==> src/osc_trim_pkg.sv <==
// Constants, register map and helpers shared by the oscillator trim and
// supply monitor register bank.
// Assumes a single 40 MHz clock domain (mclk) for all users of the package.

package osc_trim_pkg;

  // ************************************************************
  // Widths
  // ************************************************************
  localparam int ADDR_W     = 7;
  localparam int DATA_W     = 8;
  localparam int CNT_W      = 16;
  localparam int TRIM_W     = 6;
  localparam int CTRL_W     = 4;
  localparam int MV_W       = 14;
  localparam int BITCNT_W   = 5;
  localparam int FRAME_BITS = 16;
  localparam int HDR_BITS   = 8;

  // ************************************************************
  // Register offsets
  // ************************************************************
  localparam logic [6:0] OFS_CONTROL     = 7'h00;
  localparam logic [6:0] OFS_GATE_SUPPLY = 7'h15;
  localparam logic [6:0] OFS_UV_THRESH   = 7'h1B;
  localparam logic [6:0] OFS_OSC_TRIM    = 7'h1C;
  localparam logic [6:0] OFS_COUNT_LO    = 7'h41;
  localparam logic [6:0] OFS_COUNT_HI    = 7'h42;
  localparam logic [6:0] OFS_BATTERY     = 7'h45;
  localparam logic [6:0] OFS_DIAG        = 7'h5F;

  // ************************************************************
  // Field positions
  // ************************************************************
  localparam int BIT_CFG_DONE   = 0;
  localparam int BIT_OUT_ONE_EN = 1;
  localparam int BIT_OUT_TWO_EN = 2;
  localparam int BIT_COUNT_EN   = 3;
  localparam int DIAG_BIT_UV    = 3;
  localparam int DIAG_BIT_GOOD  = 5;
  localparam int FRAME_RW_BIT   = 8;

  // ************************************************************
  // Values after reset and fixed codes
  // ************************************************************
  localparam logic [3:0] RST_CONTROL     = 4'h0;
  localparam logic [7:0] RST_GATE_SUPPLY = 8'hA6;
  localparam logic [7:0] RST_UV_THRESH   = 8'h00;
  localparam logic [7:0] RST_BATTERY     = 8'h00;
  localparam logic [5:0] RST_OSC_TRIM    = 6'h09;
  localparam logic [7:0] GATE_CODE_FULL  = 8'hFF;
  localparam logic [13:0] GATE_STEP_MV   = 14'h003E;
  localparam logic [5:0] TRIM_HIGH_LO    = 6'h21;
  localparam logic [5:0] TRIM_HIGH_HI    = 6'h23;

  // Link frame phase
  typedef enum logic [1:0] {ST_IDLE = 2'b01, ST_FRAME = 2'b10} spi_state_t;

  // Odd codes only; of the 10xxxx group only two codes are usable
  function automatic logic trim_code_allowed(input logic [5:0] code);
    trim_code_allowed = code[0] &&
      ((code[5:4] != 2'b10) || (code == TRIM_HIGH_LO) || (code == TRIM_HIGH_HI));
  endfunction

  // Regulator target in millivolts from a gate supply code
  function automatic logic [13:0] gate_target_mv(input logic [7:0] code);
    gate_target_mv = 14'({6'h00, GATE_CODE_FULL - code} * GATE_STEP_MV);
  endfunction

endpackage

==> src/pin_sync.sv <==
// Two-stage synchroniser for pins that arrive from outside the mclk domain.
// Assumes the inputs are static or slow against mclk.
`timescale 1ns/1ps

module pin_sync #(
  parameter int               WIDTH     = 1,
  parameter logic [WIDTH-1:0] RESET_VAL = '0
) (
  input  wire logic             mclk,
  input  wire logic             rst_b,
  input  wire logic [WIDTH-1:0] async_in,
  output logic      [WIDTH-1:0] sync_out
);

  logic [WIDTH-1:0] stage_one_reg;
  logic [WIDTH-1:0] stage_two_reg;

  // First stage feeds the second stage only
  always_ff @(posedge mclk or negedge rst_b)
  begin
    if (!rst_b)
    begin
      stage_one_reg <= RESET_VAL;
      stage_two_reg <= RESET_VAL;
    end
    else
    begin
      stage_one_reg <= async_in;
      stage_two_reg <= stage_one_reg;
    end
  end

  assign sync_out = stage_two_reg;

endmodule // pin_sync

==> src/select_low_counter.sv <==
// Chip select low-time counter, counting in internal oscillator cycles.
// Assumes frame edge strobes and the low level come already synchronised.
`timescale 1ns/1ps

module select_low_counter #(
  parameter int CNT_WIDTH = osc_trim_pkg::CNT_W
) (
  input  wire logic                 mclk,
  input  wire logic                 rst_b,
  input  wire logic                 count_enable,
  input  wire logic                 cs_fall,
  input  wire logic                 cs_rise,
  input  wire logic                 cs_low,
  output logic      [CNT_WIDTH-1:0] select_low_count
);
  import osc_trim_pkg::*;

  logic [CNT_WIDTH-1:0] running_reg;
  logic [CNT_WIDTH-1:0] hold_reg;

  // One count per mclk period while low, restart and saturate
  always_ff @(posedge mclk or negedge rst_b)
  begin
    if (!rst_b)
      running_reg <= '0;
    else if (cs_fall && count_enable)
      running_reg <= '0;
    else if (cs_low && count_enable && !(&running_reg))
      running_reg <= running_reg + 1'b1;
  end

  // Latch at frame end using the enable as it stood during the frame
  always_ff @(posedge mclk or negedge rst_b)
  begin
    if (!rst_b)
      hold_reg <= '0;
    else if (cs_rise && count_enable)
      hold_reg <= running_reg;
  end

  assign select_low_count = hold_reg;
endmodule // select_low_counter

==> src/osc_trim_gate_supply_monitor.sv <==
// Register bank for oscillator trim, gate supply target and battery monitor,
// reached over the link pins (chip select, clock, data in, data out).
// Assumes the link is much slower than mclk and battery samples come on mclk.
`timescale 1ns/1ps

module osc_trim_gate_supply_monitor (
  input  wire logic                              mclk,
  input  wire logic                              rst_b,
  input  wire logic                              chip_select_pin_b,
  input  wire logic                              spi_clk_pin,
  input  wire logic                              spi_data_in_pin,
  output logic                                   spi_data_out,
  output logic                                   spi_data_out_en_b,
  input  wire logic                              gate_supply_good,
  input  wire logic                              battery_sample_valid,
  input  wire logic [osc_trim_pkg::DATA_W-1:0]   battery_sample_code,
  input  wire logic                              off_mode_entry,
  output logic      [osc_trim_pkg::TRIM_W-1:0]   osc_trim_code,
  output logic      [osc_trim_pkg::DATA_W-1:0]   gate_supply_code,
  output logic      [osc_trim_pkg::MV_W-1:0]     gate_supply_target_mv,
  output logic                                   regulator_enable,
  output logic                                   gate_run_one,
  output logic                                   gate_run_two,
  output logic                                   battery_monitor_active,
  output logic                                   supply_undervoltage_flag,
  output logic                                   fail_silent
);
  import osc_trim_pkg::*;

  // ************************************************************
  // Pin synchronisation and edge detection
  // ************************************************************
  logic [2:0]          pins_s;
  logic                cs_s;
  logic                sclk_s;
  logic                mosi_s;
  logic                good_s;
  logic                cs_prev_reg;
  logic                sclk_prev_reg;
  logic                cs_fall;
  logic                cs_rise;
  logic                sclk_rise;
  logic                sclk_fall;

  // Select idles high, clock and data idle low
  pin_sync #(.WIDTH(3), .RESET_VAL(3'h4)) u_link_sync (
    .mclk     (mclk),
    .rst_b    (rst_b),
    .async_in ({chip_select_pin_b, spi_clk_pin, spi_data_in_pin}),
    .sync_out (pins_s)
  );

  // Gate supply good comes from the analog regulator
  pin_sync #(.WIDTH(1), .RESET_VAL(1'b0)) u_good_sync (
    .mclk     (mclk),
    .rst_b    (rst_b),
    .async_in (gate_supply_good),
    .sync_out (good_s)
  );

  assign cs_s   = pins_s[2];
  assign sclk_s = pins_s[1];
  assign mosi_s = pins_s[0];

  // Previous levels for edge detection
  always_ff @(posedge mclk or negedge rst_b)
  begin
    if (!rst_b)
    begin
      cs_prev_reg   <= 1'b1;
      sclk_prev_reg <= 1'b0;
    end
    else
    begin
      cs_prev_reg   <= cs_s;
      sclk_prev_reg <= sclk_s;
    end
  end

  assign cs_fall   = cs_prev_reg && !cs_s;
  assign cs_rise   = !cs_prev_reg && cs_s;
  assign sclk_rise = !sclk_prev_reg && sclk_s && !cs_s;
  assign sclk_fall = sclk_prev_reg && !sclk_s && !cs_s;

  // ************************************************************
  // Frame shifter
  // ************************************************************
  spi_state_t               state_reg;
  logic [FRAME_BITS-1:0]    shift_reg;
  logic [BITCNT_W-1:0]      bit_cnt_reg;
  logic                     hdr_done;
  logic [ADDR_W-1:0]        hdr_addr;
  logic                     wr_commit;
  logic [ADDR_W-1:0]        wr_addr;
  logic [DATA_W-1:0]        wr_data;

  // Frame phase follows chip select
  always_ff @(posedge mclk or negedge rst_b)
  begin
    if (!rst_b)
      state_reg <= ST_IDLE;
    else
    begin
      case (state_reg)
        ST_IDLE:  if (cs_fall) state_reg <= ST_FRAME;
        ST_FRAME: if (cs_rise) state_reg <= ST_IDLE;
        default:  state_reg <= ST_IDLE;
      endcase
    end
  end

  // Sample data on clock rise, count bits, stop counting past a full frame
  always_ff @(posedge mclk or negedge rst_b)
  begin
    if (!rst_b)
    begin
      shift_reg   <= '0;
      bit_cnt_reg <= '0;
    end
    else if (cs_fall)
      bit_cnt_reg <= '0;
    else if (sclk_rise && state_reg == ST_FRAME)
    begin
      shift_reg <= {shift_reg[FRAME_BITS-2:0], mosi_s};
      if (bit_cnt_reg != BITCNT_W'(FRAME_BITS + 1))
        bit_cnt_reg <= bit_cnt_reg + 1'b1;
    end
  end

  // Header: address then read flag; write commits on a clean 16-bit frame
  assign hdr_done  = sclk_rise && state_reg == ST_FRAME &&
                     bit_cnt_reg == BITCNT_W'(HDR_BITS - 1);
  assign hdr_addr  = shift_reg[ADDR_W-1:0];
  assign wr_addr   = shift_reg[FRAME_BITS-1:FRAME_RW_BIT+1];
  assign wr_data   = shift_reg[DATA_W-1:0];
  assign wr_commit = cs_rise && state_reg == ST_FRAME &&
                     bit_cnt_reg == BITCNT_W'(FRAME_BITS) && !shift_reg[FRAME_RW_BIT];

  // ************************************************************
  // Host-written configuration
  // ************************************************************
  logic [CTRL_W-1:0]  control_reg;
  logic [DATA_W-1:0]  gate_supply_reg;
  logic [DATA_W-1:0]  uv_thresh_reg;
  logic [TRIM_W-1:0]  trim_reg;
  logic               op_mode;
  logic               out_one_on;
  logic               out_two_on;

  // Reserved bits of control and trim are dropped on write
  always_ff @(posedge mclk or negedge rst_b)
  begin
    if (!rst_b)
    begin
      control_reg     <= RST_CONTROL;
      gate_supply_reg <= RST_GATE_SUPPLY;
      uv_thresh_reg   <= RST_UV_THRESH;
      trim_reg        <= RST_OSC_TRIM;
    end
    else if (wr_commit)
    begin
      case (wr_addr)
        OFS_CONTROL:     control_reg     <= wr_data[CTRL_W-1:0];
        OFS_GATE_SUPPLY: gate_supply_reg <= wr_data;
        OFS_UV_THRESH:   uv_thresh_reg   <= wr_data;
        OFS_OSC_TRIM:
          if (trim_code_allowed(wr_data[TRIM_W-1:0]))
            trim_reg <= wr_data[TRIM_W-1:0];
        default: ;
      endcase
    end
  end

  assign op_mode    = control_reg[BIT_CFG_DONE];
  assign out_one_on = op_mode && control_reg[BIT_OUT_ONE_EN];
  assign out_two_on = op_mode && control_reg[BIT_OUT_TWO_EN];

  // ************************************************************
  // Low-time counter
  // ************************************************************
  logic [CNT_W-1:0] select_low_count;

  select_low_counter #(.CNT_WIDTH(CNT_W)) u_counter (
    .mclk             (mclk),
    .rst_b            (rst_b),
    .count_enable     (control_reg[BIT_COUNT_EN]),
    .cs_fall          (cs_fall),
    .cs_rise          (cs_rise),
    .cs_low           (!cs_s),
    .select_low_count (select_low_count)
  );

  // ************************************************************
  // Battery monitor and undervoltage
  // ************************************************************
  logic               monitor_on;
  logic               uv_event;
  logic               uv_clear;
  logic [DATA_W-1:0]  battery_reg;
  logic               uv_flag_reg;
  logic               fail_silent_reg;

  assign monitor_on = (out_one_on || out_two_on) && good_s;
  assign uv_event   = battery_sample_valid && monitor_on &&
                      battery_sample_code < uv_thresh_reg;
  assign uv_clear   = (wr_commit && wr_addr == OFS_DIAG) || off_mode_entry;

  // Result only follows samples while monitoring
  always_ff @(posedge mclk or negedge rst_b)
  begin
    if (!rst_b)
      battery_reg <= RST_BATTERY;
    else if (battery_sample_valid && monitor_on)
      battery_reg <= battery_sample_code;
  end

  // Flag set wins over clear
  always_ff @(posedge mclk or negedge rst_b)
  begin
    if (!rst_b)
      uv_flag_reg <= 1'b0;
    else if (uv_event)
      uv_flag_reg <= 1'b1;
    else if (uv_clear)
      uv_flag_reg <= 1'b0;
  end

  // Fail silent holds until reset
  always_ff @(posedge mclk or negedge rst_b)
  begin
    if (!rst_b)
      fail_silent_reg <= 1'b0;
    else if (uv_event)
      fail_silent_reg <= 1'b1;
  end

  // ************************************************************
  // Registered outputs to the power stage
  // ************************************************************
  always_ff @(posedge mclk or negedge rst_b)
  begin
    if (!rst_b)
    begin
      regulator_enable       <= 1'b0;
      gate_run_one           <= 1'b0;
      gate_run_two           <= 1'b0;
      battery_monitor_active <= 1'b0;
      gate_supply_target_mv  <= gate_target_mv(RST_GATE_SUPPLY);
    end
    else
    begin
      regulator_enable       <= out_one_on || out_two_on;
      gate_run_one           <= out_one_on && good_s && !fail_silent_reg;
      gate_run_two           <= out_two_on && good_s && !fail_silent_reg;
      battery_monitor_active <= monitor_on;
      gate_supply_target_mv  <= gate_target_mv(gate_supply_reg);
    end
  end

  assign osc_trim_code            = trim_reg;
  assign gate_supply_code         = gate_supply_reg;
  assign supply_undervoltage_flag = uv_flag_reg;
  assign fail_silent              = fail_silent_reg;

  // ************************************************************
  // Read path
  // ************************************************************
  logic [DATA_W-1:0] read_data;
  logic [DATA_W-1:0] miso_reg;

  // Register map seen by the host
  always_comb
  begin
    case (hdr_addr)
      OFS_CONTROL:     read_data = {4'h0, control_reg};
      OFS_GATE_SUPPLY: read_data = gate_supply_reg;
      OFS_UV_THRESH:   read_data = uv_thresh_reg;
      OFS_OSC_TRIM:    read_data = {2'b00, trim_reg};
      OFS_COUNT_LO:    read_data = select_low_count[7:0];
      OFS_COUNT_HI:    read_data = select_low_count[15:8];
      OFS_BATTERY:     read_data = battery_reg;
      OFS_DIAG:        read_data = (8'(good_s) << DIAG_BIT_GOOD) |
                                   (8'(uv_flag_reg) << DIAG_BIT_UV);
      default:         read_data = 8'h00;
    endcase
  end

  // Load after the header, shift on each clock fall in the data phase
  always_ff @(posedge mclk or negedge rst_b)
  begin
    if (!rst_b)
      miso_reg <= '0;
    else if (cs_fall)
      miso_reg <= '0;
    else if (hdr_done)
      miso_reg <= mosi_s ? read_data : 8'h00;
    else if (sclk_fall && bit_cnt_reg > BITCNT_W'(HDR_BITS))
      miso_reg <= {miso_reg[DATA_W-2:0], 1'b0};
  end

  assign spi_data_out      = miso_reg[DATA_W-1];
  assign spi_data_out_en_b = cs_s;
endmodule // osc_trim_gate_supply_monitor

==> config.mk <==
export PLATFORM = sky130hd
export DESIGN_NAME = osc_trim_gate_supply_monitor
export DESIGN_NICKNAME = d
export VERILOG_FILES = /design/src/osc_trim_pkg.sv /design/src/pin_sync.sv /design/src/select_low_counter.sv /design/src/osc_trim_gate_supply_monitor.sv
export SDC_FILE = /design/constraint.sdc
export NUM_CORES = 1
export LEC_CHECK = 0
export BUFFER_PORTS_ARGS = -buffer_cell sky130_fd_sc_hd__buf_2
export CORE_UTILIZATION = 25
export DETAILED_ROUTE_END_ITERATION = 8
export GPL_ROUTABILITY_DRIVEN = 0
export GPL_TIMING_DRIVEN = 0
export HOLD_SLACK_MARGIN = 0.15
export REMOVE_ABC_BUFFERS = 1
export SLEW_MARGIN = 20
export SYNTH_ARGS = -nofsm -noshare
export SYNTH_HDL_FRONTEND = slang
export SYNTH_HIERARCHICAL = 1
export SYNTH_SLANG_ARGS = --single-unit
==> constraint.sdc <==
create_clock -name mclk -period 4.3 [get_ports mclk]
set_input_delay 0 -clock mclk [delete_from_list [all_inputs] [get_ports mclk]]
set_output_delay 0 -clock mclk [all_outputs]
set_load 0.01 [all_outputs]
==> impl_metrics.json <==
{
  "p_int_mw": 2.19,
  "setup_slack_ns": 0.286,
  "post_cts_buffers": 0,
  "leakagePower_nw": 3.66,
  "endpoint_kind": "flop",
  "drt-vias-per-instance": 4.77,
  "synth_cell_types": 70,
  "power.density_mw_per_mm2": 337,
  "vdd_drop_max_v": 0.000248,
  "synth_ff_type": "dfrtp_1",
  "crit_path_cell_trace": "inv_1, fa_1, inv_1, fa_1, fa_1, inv_1, ha_1, a21oi_1, o211ai_1, or4_1, and3_1, a211oi_1",
  "synth_top_area_share_pct": 39.8,
  "port_buffers": 50,
  "reg2reg_to": "gate_supply_target_mv[13]",
  "gr-usage-all-layers_pct": 11.4,
  "antenna_left": 0,
  "drt_iter0_markers": 328,
  "slowest_delay_ns": 0.56,
  "rsz0062_at_grt": "no",
  "io_pins": 52,
  "cp-start-kind": "flop",
  "drive_gt1_share_pct": 25.1,
  "period_share_pct": 93.4,
  "final_max_slew_viol_count": 0,
  "pwr-share-clk_pct": 53.9,
  "drt-total-wl_mm": 15.5,
  "combinationalPowerShare_pct": 2.8,
  "netlist_instances": 613,
  "die_h_um": 168,
  "yosys-top-cells-area": "dfrtp_1 40%, mux2_2 10%, dfstp_2 6.5%",
  "hold_viol": 0,
  "slew_headroom_pct": 40.1,
  "avgSynthCellArea_um2": 11.2,
  "path_class": "reg -> reg",
  "fin_crit_ns": 4.01,
  "cts-root-buf": "clkbuf_16",
  "place_ws_ns": 0.314,
  "ys_seq_elements": 126,
  "swShare_pct": 21.4,
  "drc_errors": 0,
  "vias": 4912,
  "dp_hpwl_mm": 11.1,
  "worstHoldPathType": "in -> async",
  "final-setup-viol-count": 0,
  "finClkSkew_ns": 0.0133,
  "worstPathArrival_ns": 4.33,
  "grt_max_degree": 79,
  "clock_sinks": 126,
  "critPathRequiredTime_ns": 4.62,
  "rows": 60,
  "antenna_found_initial": 0,
  "max_freq_mhz": 249,
  "clkTransAtPathRegs_ns": 0.06,
  "routedWlPerCell_um": 15.0,
  "firstDrtPassIters": 5,
  "hold_buffers": 16,
  "cts_max_path_buffers": 2,
  "crit_slowest_cell": "dfstp_2",
  "synthToLayoutAreaGrowth_pct": 20.4,
  "gr-total-overflow": 0,
  "grt_pass1_wl_mm": 25.2,
  "reg2reg_slack_ns": 0.29,
  "cts_tree": "yes",
  "cts_resized": 0,
  "worst_r2r_path_depth": 12,
  "fin_nets": 739,
  "cts_buffers": 17,
  "status": "completed",
  "n_antenna_cell": 0,
  "grt_pass1_vias": 4673,
  "net-switching-power_uw": 595,
  "clk_latency_ns": 0.42,
  "synth.cell_area_mm2": 0.00686,
  "synth_area_leader_cell": "dfrtp_1",
  "coreArea_mm2": 0.0270,
  "crit-reg2reg-launch": "gate_supply_code[2]",
  "seq_power_share_pct": 43.3,
  "h-tree-depth": 4,
  "yosys_warnings": 6,
  "maxCapViolCount": 0,
  "start_util_pct": 25.5,
  "synth_edf_count": 0,
  "yosysSeqAreaShare_pct": 46.3,
  "tightestPinTransition_ns": 0.891,
  "async_flop_share_pct": 100,
  "die_area_mm2": 0.0281,
  "final.setup.tns_ns": 0,
  "die-width_um": 168,
  "cp_max_fo": 4
}
[cell usage after synthesis, types with 5 or more instances]
cell type / number
mux2_2: 61
clkbuf_1: 15
nor2b_1: 7
nor3_1: 12
and2_1: 5
o22ai_1: 12
dfrtp_1: 109
xnor2_1: 7
mux2i_1: 12
and3_1: 9
nand2_1: 35
nor3b_1: 5
a21oi_1: 18
o31ai_1: 6
ha_1: 31
o211ai_1: 5
inv_1: 47
xor2_1: 6
or4_1: 10
dfstp_2: 17
a22oi_1: 16
nor4_1: 6
nor2_1: 25
fa_1: 17
o21ai_0: 12
nand2b_1: 10
buf_2: 5
nand3_1: 18
nand4_1: 10
a211oi_1: 5
[layout make-up]
type | count | area (µm²)
Fill cell | 2738 | 18700
Multi-Input combinational cell | 416 | 3400
Sequential cell | 126 | 3170
Clock buffer | 20 | 467
Timing Repair Buffer | 67 | 458
Tap cell | 341 | 427
Inverter | 47 | 176
Clock inverter | 12 | 158
[layer usage]
metal	wire length (µm)	GRT usage (%)
met5	0	0
met4	169	3.59
met3	737	2.67
met2	7020	17.6
met1	7530	15.7
[critical path: cells and delay by family (launching register included)]
| family | cells | cell delay [ns] |
|---|---|---|
| adders and majority gates | 4 | 1.87 |
| AOI/OAI and AO/OA | 3 | 0.59 |
| buffers and inverters | 3 | 0.22 |
| DFF | 1 | 0.56 |
| and+or+nand+nor | 2 | 0.66 |
[worst max path at each step]
stage / from / end / slack (ns) / cells past startpoint
6_report: gate_supply_code[2] / gate_supply_target_mv[13] / 0.29 / 12
5_1_grt: gate_supply_code[2] / gate_supply_target_mv[12] / 0.14 / 12
4_1_cts: gate_supply_code[2] / gate_supply_target_mv[12] / 0.30 / 12
3_5_place_dp: gate_supply_code[2] / gate_supply_target_mv[12] / 0.31 / 12
3_3_place_gp: gate_supply_code[2] / gate_supply_target_mv[13] / 0.33 / 12
2_1_floorplan: gate_supply_code[1] / gate_supply_target_mv[12] / 0.55 / 12
[power by group through the flow]
stage	combinational [mW]	clock, mW	sequential [mW]
2_1_floorplan	0.0228	0	1.22
3_3_place_gp	0.0630	0	1.23
3_5_place_dp	0.0681	0	1.23
4_1_cts	0.0816	1.54	1.21
5_1_grt	0.0903	1.59	1.21
6_report	0.0784	1.50	1.21
[metrics by stage]
stage,cells,utilization [%],hold WS (ns),area (µm²),power (mW)
global route,1029,30.7,0.187,8260,2.88
finish,1029,30.7,0.188,8260,2.78
global placement,980,27.6,0.107,7430,1.29
detailed placement,981,27.7,-0.0707,7470,1.29
CTS,1029,30.7,0.173,8260,2.83
floorplan,589,-,-0.296,6750,1.25
[cell usage in the layout, fill, tap and decap left out, types with 6 or more instances in the layout]
cell and n:
nand2_1 35, a21oi_1 18, o22ai_1 12, ha_1 31, xor2_1 6, nand4_1 10
nor2b_1 7, mux2_2 61, nor3_1 12, or4_1 10, dfrtp_1 109, dfstp_2 17
nand2b_1 10, nand3_1 18, o21ai_0 12, nor2_1 25, buf_2 49, nor4_1 6
o31ai_1 6, and3_1 9, inv_1 47, dlygate4sd3_1 15, fa_1 17, xnor2_1 7
clkbuf_16 17, mux2i_1 12, a22oi_1 16
[cell families (layout without fill, tap and decap cells)]
group                    after synthesis  in the layout  synth area share [%]
AO/OA/AOI/OAI                        107            107                  11.1
XOR/XNOR                              13             13                  1.66
adder cells (fa/ha/maj)               48             48                  10.6
buffers and inverters                 71            146                  4.14
flip-flops                           126            126                  46.3
multiplexers                          73             73                  11.8
other                                  1              1                0.0547
AND/OR/NAND/NOR                      174            174                  14.4
No activity file was read; power rests on OpenSTA's default activity.
